==> src/verilog/fsktm_pkg.sv <==
// Shared constants of the two-tone frequency-shift-keyed modem core.
// Behaviour
// - With request low, a data-selected tone clock steps the sine address.
// - Data high selects the 1200 Hz low-tone clock, data low the high tone.
// - Terminal value is clock over tone times table length, minus one.
// - Demodulator times comparator half-cycles to decide the incoming tone.
// - Two classifiers, 2200 Hz and 1200 Hz; either triggers the one-shot.
// - The one-shot emits one fixed pulse per bit, one 1200 baud bit long.
// - A different reference rate recomputes both tone terminal values.
// - Carrier detect is active low, asserted while either tone is received.
// - Carrier starts and stops within five bit times of request changes.
package fsktm_pkg;

  // ===========================================================================
  // Clock and line rates
  localparam int FSKTM_CLK_HZ = 32'h05F5_E100;
  localparam int FSKTM_CLK_PERIOD_NS = 32'h0000_000A;
  localparam int FSKTM_REF_NOMINAL_HZ = 32'h003D_0900;
  localparam int FSKTM_REF_MIN_HZ = 32'h0007_5300;
  localparam int FSKTM_LOW_TONE_HZ = 32'h0000_04B0;
  localparam int FSKTM_HIGH_TONE_HZ = 32'h0000_0898;
  localparam int FSKTM_BAUD = 32'h0000_04B0;
  localparam int FSKTM_START_STOP_BITS = 32'h0000_0005;

  // ===========================================================================
  // Demodulator tolerance in percent of the nominal half-cycle.
  localparam int FSKTM_TOL_PCT = 32'h0000_000A;
  localparam int FSKTM_PCT_FULL = 32'h0000_0064;

  // ===========================================================================
  // Sine table layout
  localparam int FSKTM_SINE_WORDS = 32'h0000_0064;
  localparam int FSKTM_ADDR_W = 32'h0000_0007;
  localparam int FSKTM_SAMPLE_W = 32'h0000_0008;
  localparam logic [6:0] FSKTM_ADDR_LAST = 7'(FSKTM_SINE_WORDS - 1);
  localparam logic [6:0] FSKTM_ADDR_HALF = 7'(FSKTM_SINE_WORDS / 2);
  localparam logic [6:0] FSKTM_ADDR_QTR = 7'(FSKTM_SINE_WORDS / 4);
  localparam logic [6:0] FSKTM_ADDR_Q3 = 7'(3 * FSKTM_SINE_WORDS / 4);
  localparam logic [6:0] FSKTM_ADDR_FULL = 7'(FSKTM_SINE_WORDS);
  localparam logic [7:0] FSKTM_MID = 8'h80;
  localparam logic [8:0] FSKTM_WRAP = 9'h100;

endpackage : fsktm_pkg

==> src/verilog/fsktm_sine_rom.sv <==
// Quarter-wave sine table with a registered read port.
`timescale 1ns/1ps
module fsktm_sine_rom import fsktm_pkg::*; (
  // Clock and reset
  input wire logic clk_sys_i,
  input wire logic rst_n_i,
  // Read port
  input wire logic [6:0] addr_i,
  output logic [7:0] data_o
);

  typedef struct packed {
    logic [7:0] q;
  } fsktm_rom_st_t;

  fsktm_rom_st_t st_r;
  fsktm_rom_st_t st_nxt;

  // ===========================================================================
  // Only one quarter is stored; symmetry rebuilds the rest, which costs a
  // little folding logic but keeps the table short.
  function automatic logic [7:0] qtr_val(input logic [6:0] i);
    logic [7:0] v;
    v = FSKTM_MID;
    unique case (i)
      7'h00: v = 8'h80;
      7'h01: v = 8'h88;
      7'h02: v = 8'h90;
      7'h03: v = 8'h98;
      7'h04: v = 8'hA0;
      7'h05: v = 8'hA7;
      7'h06: v = 8'hAF;
      7'h07: v = 8'hB6;
      7'h08: v = 8'hBD;
      7'h09: v = 8'hC4;
      7'h0A: v = 8'hCB;
      7'h0B: v = 8'hD1;
      7'h0C: v = 8'hD7;
      7'h0D: v = 8'hDD;
      7'h0E: v = 8'hE2;
      7'h0F: v = 8'hE7;
      7'h10: v = 8'hEB;
      7'h11: v = 8'hEF;
      7'h12: v = 8'hF3;
      7'h13: v = 8'hF6;
      7'h14: v = 8'hF9;
      7'h15: v = 8'hFB;
      7'h16: v = 8'hFD;
      7'h17: v = 8'hFE;
      7'h18: v = 8'hFF;
      7'h19: v = 8'hFF;
      default: v = FSKTM_MID;
    endcase
    return v;
  endfunction : qtr_val

  // ===========================================================================
  // Fold and register
  always_comb begin
    logic [6:0] q;
    logic [7:0] v;
    q = '0;
    v = '0;
    st_nxt = st_r;
    if (addr_i <= FSKTM_ADDR_QTR) begin
      q = addr_i;
    end else if (addr_i <= FSKTM_ADDR_HALF) begin
      q = FSKTM_ADDR_HALF - addr_i;
    end else if (addr_i <= FSKTM_ADDR_Q3) begin
      q = addr_i - FSKTM_ADDR_HALF;
    end else begin
      q = FSKTM_ADDR_FULL - addr_i;
    end
    v = qtr_val(q);
    if (addr_i > FSKTM_ADDR_HALF) begin
      st_nxt.q = 8'(FSKTM_WRAP - {1'b0, v});
    end else begin
      st_nxt.q = v;
    end
  end

  always_ff @(posedge clk_sys_i) begin
    if (!rst_n_i) begin
      st_r.q <= FSKTM_MID;
    end else begin
      st_r <= st_nxt;
    end
  end

  assign data_o = st_r.q;

endmodule : fsktm_sine_rom

==> src/verilog/fsktm_core.sv <==
// Two-tone modem core: tone modulator, half-cycle demodulator, carrier detect.
`timescale 1ns/1ps
module fsktm_core import fsktm_pkg::*; #(
  parameter int REF_CLK_HZ = FSKTM_CLK_HZ,
  parameter int CNT_W = 16,
  parameter int TMR_W = 20,
  parameter int HALF_LOW_CYC = REF_CLK_HZ / (2 * FSKTM_LOW_TONE_HZ),
  parameter int HALF_HIGH_CYC = REF_CLK_HZ / (2 * FSKTM_HIGH_TONE_HZ),
  parameter int BIT_CYC = REF_CLK_HZ / FSKTM_BAUD,
  parameter int CAR_HOLD_CYC = REF_CLK_HZ / FSKTM_BAUD
) (
  // Clock and reset
  input wire logic clk_sys_i,
  input wire logic rst_n_i,
  // Host side
  input wire logic tx_req_n_i,
  input wire logic tx_data_i,
  output logic rx_data_o,
  output logic carrier_present_n_o,
  // Line side
  input wire logic rx_cmp_i,
  output logic [7:0] tx_sample_o,
  output logic tx_carrier_on_o
);

  // ===========================================================================
  // Derived counts
  localparam logic [CNT_W-1:0] LOW_TERM_V =
    CNT_W'(REF_CLK_HZ / (FSKTM_LOW_TONE_HZ * FSKTM_SINE_WORDS) - 1);
  localparam logic [CNT_W-1:0] HIGH_TERM_V =
    CNT_W'(REF_CLK_HZ / (FSKTM_HIGH_TONE_HZ * FSKTM_SINE_WORDS) - 1);
  localparam int LO_DEV = HALF_LOW_CYC * FSKTM_TOL_PCT / FSKTM_PCT_FULL;
  localparam int HI_DEV = HALF_HIGH_CYC * FSKTM_TOL_PCT / FSKTM_PCT_FULL;
  localparam logic [TMR_W-1:0] LO_MIN_V = TMR_W'(HALF_LOW_CYC - LO_DEV);
  localparam logic [TMR_W-1:0] LO_MAX_V = TMR_W'(HALF_LOW_CYC + LO_DEV);
  localparam logic [TMR_W-1:0] HI_MIN_V = TMR_W'(HALF_HIGH_CYC - HI_DEV);
  localparam logic [TMR_W-1:0] HI_MAX_V = TMR_W'(HALF_HIGH_CYC + HI_DEV);
  localparam logic [TMR_W-1:0] BIT_LAST_V = TMR_W'(BIT_CYC - 1);
  localparam logic [TMR_W-1:0] CAR_LAST_V = TMR_W'(CAR_HOLD_CYC - 1);

  // ===========================================================================
  // State
  typedef struct packed {
    logic req_s1;
    logic req_s2;
    logic dat_s1;
    logic dat_s2;
    logic cmp_s1;
    logic cmp_s2;
    logic cmp_d;
    logic [CNT_W-1:0] lo_cnt;
    logic [CNT_W-1:0] hi_cnt;
    logic [6:0] addr;
    logic [TMR_W-1:0] half_cnt;
    logic os_busy;
    logic [TMR_W-1:0] os_cnt;
    logic rx_data;
    logic [TMR_W-1:0] car_cnt;
    logic car_n;
  } fsktm_st_t;

  fsktm_st_t st_r;
  fsktm_st_t st_nxt;

  logic lo_tick;
  logic hi_tick;
  logic addr_step;
  logic cmp_edge;
  logic hit_lo;
  logic hit_hi;
  logic tone_hit;

  // ===========================================================================
  // Modulator ticks; both dividers run so a data change takes effect at once.
  assign lo_tick = st_r.lo_cnt == LOW_TERM_V;
  assign hi_tick = st_r.hi_cnt == HIGH_TERM_V;
  assign addr_step = !st_r.req_s2 &&
                     (st_r.dat_s2 ? lo_tick : hi_tick);

  // ===========================================================================
  // Demodulator classification at each comparator edge.
  assign cmp_edge = st_r.cmp_s2 ^ st_r.cmp_d;
  assign hit_lo = cmp_edge && (st_r.half_cnt >= LO_MIN_V) &&
                  (st_r.half_cnt <= LO_MAX_V);
  assign hit_hi = cmp_edge && (st_r.half_cnt >= HI_MIN_V) &&
                  (st_r.half_cnt <= HI_MAX_V);
  assign tone_hit = hit_lo || hit_hi;

  always_comb begin
    st_nxt = st_r;
    st_nxt.req_s1 = tx_req_n_i;
    st_nxt.req_s2 = st_r.req_s1;
    st_nxt.dat_s1 = tx_data_i;
    st_nxt.dat_s2 = st_r.dat_s1;
    st_nxt.cmp_s1 = rx_cmp_i;
    st_nxt.cmp_s2 = st_r.cmp_s1;
    st_nxt.cmp_d = st_r.cmp_s2;
    // The request passes only two flops, far inside five bit times.
    if (st_r.req_s2) begin
      st_nxt.lo_cnt = '0;
      st_nxt.hi_cnt = '0;
      st_nxt.addr = '0;
    end else begin
      st_nxt.lo_cnt = lo_tick ? '0 : st_r.lo_cnt + 1'b1;
      st_nxt.hi_cnt = hi_tick ? '0 : st_r.hi_cnt + 1'b1;
      if (addr_step) begin
        st_nxt.addr = (st_r.addr == FSKTM_ADDR_LAST) ? '0 :
                      st_r.addr + 1'b1;
      end
    end
    // Half-cycle timer saturates so a dead line never aliases into a window.
    if (cmp_edge) begin
      st_nxt.half_cnt = '0;
    end else if (st_r.half_cnt != '1) begin
      st_nxt.half_cnt = st_r.half_cnt + 1'b1;
    end
    // Bit one-shot: a hit while idle starts one bit-long pulse.
    if (!st_r.os_busy && tone_hit) begin
      st_nxt.os_busy = 1'b1;
      st_nxt.os_cnt = BIT_LAST_V;
      st_nxt.rx_data = hit_lo;
    end else if (st_r.os_busy) begin
      if (st_r.os_cnt == '0) begin
        st_nxt.os_busy = 1'b0;
      end else begin
        st_nxt.os_cnt = st_r.os_cnt - 1'b1;
      end
    end
    // Carrier detect holds for one bit after the last recognised half-cycle.
    if (tone_hit) begin
      st_nxt.car_cnt = CAR_LAST_V;
      st_nxt.car_n = 1'b0;
    end else if (st_r.car_cnt != '0) begin
      st_nxt.car_cnt = st_r.car_cnt - 1'b1;
    end else begin
      st_nxt.car_n = 1'b1;
      if (!st_r.os_busy) begin
        st_nxt.rx_data = 1'b1;
      end
    end
  end

  always_ff @(posedge clk_sys_i) begin
    if (!rst_n_i) begin
      st_r <= '0;
      st_r.req_s1 <= 1'b1;
      st_r.req_s2 <= 1'b1;
      st_r.rx_data <= 1'b1;
      st_r.car_n <= 1'b1;
    end else begin
      st_r <= st_nxt;
    end
  end

  // ===========================================================================
  // Sine table; address zero is the quiescent mid level.
  fsktm_sine_rom i_fsktm_sine_rom (
    .clk_sys_i(clk_sys_i),
    .rst_n_i(rst_n_i),
    .addr_i(st_r.addr),
    .data_o(tx_sample_o)
  );

  assign rx_data_o = st_r.rx_data;
  assign carrier_present_n_o = st_r.car_n;
  assign tx_carrier_on_o = !st_r.req_s2;
endmodule : fsktm_core

==> config.mk <==
export PLATFORM = sky130hd
export DESIGN_NAME = fsktm_core
export DESIGN_NICKNAME = d
export VERILOG_FILES = /design/src/verilog/fsktm_pkg.sv /design/src/verilog/fsktm_sine_rom.sv /design/src/verilog/fsktm_core.sv
export SDC_FILE = /design/constraint.sdc
export NUM_CORES = 1
export LEC_CHECK = 0
export BUFFER_PORTS_ARGS = -buffer_cell sky130_fd_sc_hd__buf_2
export CELL_PAD_IN_SITES_DETAIL_PLACEMENT = 1
export CELL_PAD_IN_SITES_GLOBAL_PLACEMENT = 2
export CORE_UTILIZATION = 30
export DETAILED_ROUTE_END_ITERATION = 12
export PLACE_DENSITY = 0.72
export SLEW_MARGIN = 20
export SYNTH_ARGS = -nofsm -noshare
export SYNTH_HDL_FRONTEND = slang
export SYNTH_HIERARCHICAL = 1
export SYNTH_SLANG_ARGS = --single-unit
==> constraint.sdc <==
create_clock -name clk_sys_i -period 5.1 [get_ports clk_sys_i]
set_input_delay 0.51 -clock clk_sys_i [delete_from_list [all_inputs] [get_ports clk_sys_i]]
set_output_delay 0.51 -clock clk_sys_i [all_outputs]
set_load 0.05 [all_outputs]
==> impl_metrics.csv <==
group,metric,value,unit
synthesis,ys_async_sr_fraction,0,%
final_layout,finalNonFillerCells,1122,
route,detail_route.iter0.violations,204,
global_route,globalRouteTotalUtil,15.9,%
sta,min_period,4.29,ns
sta,fmax,0.233,GHz
worst_setup_path,path_cells,"inv_1 -> ha_1 -> and2b_1 -> o31a_1 -> mux2i_1 -> a211o_4 -> clkinv_4 -> ha_1 -> or3_1 -> a221oi_4 -> o311ai_1 -> ha_1 -> inv_1 -> a41oi_2 -> o211ai_1 -> a21oi_1 -> o21a_1",
status,status,"finished clean",
global_route,grt_pass1_wl,30900,um
placement,place_hpwl,12400,um
run,maxCapViolations,0,
worst_setup_path,crit_slowest_cell,"dfxtp_1",
route,vias_per_cell,5.36,
route,firstDrtPassIters,4,
route,vias,6015,
worst_setup_path,cp_max_fo,13,
worst_setup_path,endpoint_kind,"flop",
synthesis,synth_seq_cells,117,
worst_setup_path,crit_path_frequent_cell,"ha_1",
sta,hold_viol,0,
global_route,overflow,0,
synthesis,ys_warn_count,6,
worst_setup_path,start_kind,"flop",
worst_setup_path,path_class,"reg2reg",
clocking,cts_hold_buf,0,
pwr,powerDensity,336,nW/um^2
global_route,grt_max_degree,24,
floorplan,coreArea,22700,um^2
worst_setup_path,critPathMaxStageDelay,0.60,ns
clocking,cts_resized,0,
sta,fin_crit_sh,84.1,%
route,drt_wl_total,18000,um
synthesis,syn_avg_cell_area,8.53,um^2
synthesis,synth_edf_count,0,
worst_setup_path,required,5.42,ns
clocking,htreeDepth,4,
synthesis,ys_types,98,
global_route,grt_pass1_vias,6141,
floorplan,num_rows,55,
placement,io_buffer_count,15,
final_layout,post_route_cells_drive_above_1_share,12.7,%
route,post_drt_wl_per_cell,16.0,um
clocking,post_cts_buffers,0,
floorplan,dieArea,23800,um^2
clocking,cts_buffer_depth,2,
synthesis,synth-main-ff-cell,"dfxtp_1",
floorplan,io_pins,16,
sta,relSlewSlack,32.1,%
synthesis,syn_nets,849,
floorplan,start_util,30.7,%
worst_hold_path,min_path_type,"in2reg",
synthesis,yosysSeqAreaShare,33.6,%
synthesis,synth_top_cell_area_share,33.6,%
synthesis,synthCells,817,
clocking,clk_pin_slew,0.06,ns
sta,setup_tns,0,ns
placement,dpl.cell_count,1090,
route,ant_nets,0,
final_layout,diodes,0,
pwr,power,2.65,mW
clocking,cts_tree,"yes",
sta,rsz0062_at_grt,"no",
final_layout,final_nets,856,
clocking,cts_sinks,117,
sta,slew_viol_final,0,
placement,gp_congestion,0.830,
global_route,antenna_found_initial,0,
sta,setup_viol,0,
worst_setup_path,cp.arrival,4.61,ns
route,drc,0,
synthesis,syn-cell-area,6970,um^2
floorplan,fp.dieH,154,um
synthesis,synthTopCellsByArea,"dfxtp_1 34%, nor2_1 5.3%, ha_1 4.8%",
pwr,leakage,2.68,nW
final_layout,syn2layout_area_growth,13.2,%
clocking,cts-root-buf,"clkbuf_16",
sta,max_slew.worst_pin.slew,1.02,ns
synthesis,synth_top_cell_by_area,"dfxtp_1",
sta,finalClockSkew,0.0122,ns
clocking,cts_buffers,17,
pwr,ir_worst_vdd,0.214,mV
clocking,clk-insertion-delay-late,0.42,ns
floorplan,die_width,154,um
-- routing by layer --
| layer | vias up | wire [um] | share of wire [%] | global-route usage [%] |
|---|---|---|---|---|
| met5 | - | 0 | 0 | 0 |
| met4 | 0 | 232 | 1.3 | 4.71 |
| met3 | 21 | 446 | 2.5 | 3.00 |
| met2 | 54 | 8270 | 46 | 26.6 |
| met1 | 2927 | 9040 | 50 | 20.6 |
| li1 | 3013 | - | - | - |
-- where the power goes --
group | internal (mW) | total [mW] | switching, mW
Combinational | 0.173 | 0.438 | 0.264
Sequential | 0.966 | 1.02 | 0.0502
Clock | 0.724 | 1.20 | 0.474
Total | 1.86 | 2.65 | 0.788
-- kinds of logic after synthesis --
| logic type | share of synthesized area [%] |
|---|---|
| muxes | 1.40 |
| adders and majority gates | 4.85 |
| xor gates and xnor gates | 8.55 |
| DFF | 33.6 |
| buffers and inverters | 3.97 |
| and+or+nand+nor | 25.7 |
| AOI/OAI and AO/OA | 21.9 |
-- synth_stat cells, types with 17 or more instances --
cell	number
dfxtp_1	117
nor2_1	98
nand2_1	52
a21oi_1	39
xnor2_1	35
xor2_1	33
nor3_1	31
nand3_1	29
inv_1	28
ha_1	27
a211oi_1	26
o21ai_0	26
clkbuf_1	25
and3_1	17
-- layout make-up --
cell class / count / area [um^2]
clock buffer: 18 / 429
clock inverter: 14 / 154
fill: 2693 / 14800
inverter: 30 / 118
multi-input combinational: 636 / 4360
sequential: 117 / 2340
tap: 285 / 357
timing repair buffer: 22 / 128
-- worst max-delay path, delay by kind of cell, from the launching register on --
kind	cells	cell delay (ns)
DFF	1	0.60
muxes	1	0.20
buffers and inverters	3	0.38
AOI/OAI and AO/OA	8	1.62
adders and majority gates	3	0.75
and+or+nand+nor	2	0.63
-- layout by cell type (no fill, tap or decap), drive strengths merged, types with 8 or more instances in the layout --
cell / n
a211oi: 28
a21oi: 41
a31oi: 8
and2: 10
and3: 17
buf: 22
clkbuf: 18
clkinv: 8
dfxtp: 117
ha: 27
inv: 31
nand2: 55
nand3: 29
nand4: 13
nor2: 98
nor3: 31
nor4: 17
o211ai: 9
o21a: 10
o21ai: 31
o31ai: 8
or3: 17
or4: 10
xnor2: 35
xor2: 33
-- worst paths after layout --
check	startpoint	endpoint	slack [ns]	cells past startpoint
worst min-delay path	tx_req_n_i	st_nxt[107]$_SDFF_PN1_	0.31	2
worst min register to register	st_nxt[107]$_SDFF_PN1_	st_r[107]$_SDFF_PN1_	0.41	1
worst max register to register	st_r[64]$_SDFFE_PP0P_	i_fsktm_sine_rom/data_o[6]$_SDFF_PN0_	0.81	17
worst max-delay path	st_r[64]$_SDFFE_PP0P_	i_fsktm_sine_rom/data_o[6]$_SDFF_PN0_	0.81	17
-- flip-flops by register name, summed over array words and instances (netlist names) --
signal                   cells
rx_data_o                    1
st_r                       103
i_fsktm_sine_rom/data_o      8
st_nxt                       4
carrier_present_n_o          1
-- through the flow --
| step | cell area, um^2 | hold slack (ns) | setup slack [ns] | util (%) |
|---|---|---|---|---|
| final | 7890 | 0.314 | 0.810 | 34.7 |
| after global placement | 7300 | 0.396 | 0.979 | 32.1 |
| after global routing | 7890 | 0.314 | 0.455 | 34.7 |
| after detailed placement | 7300 | 0.405 | 0.829 | 32.1 |
| after floorplan | 6970 | 0.386 | 1.18 | - |
| after CTS | 7880 | 0.304 | 0.826 | 34.7 |
No activity file was read; power rests on OpenSTA's default activity.
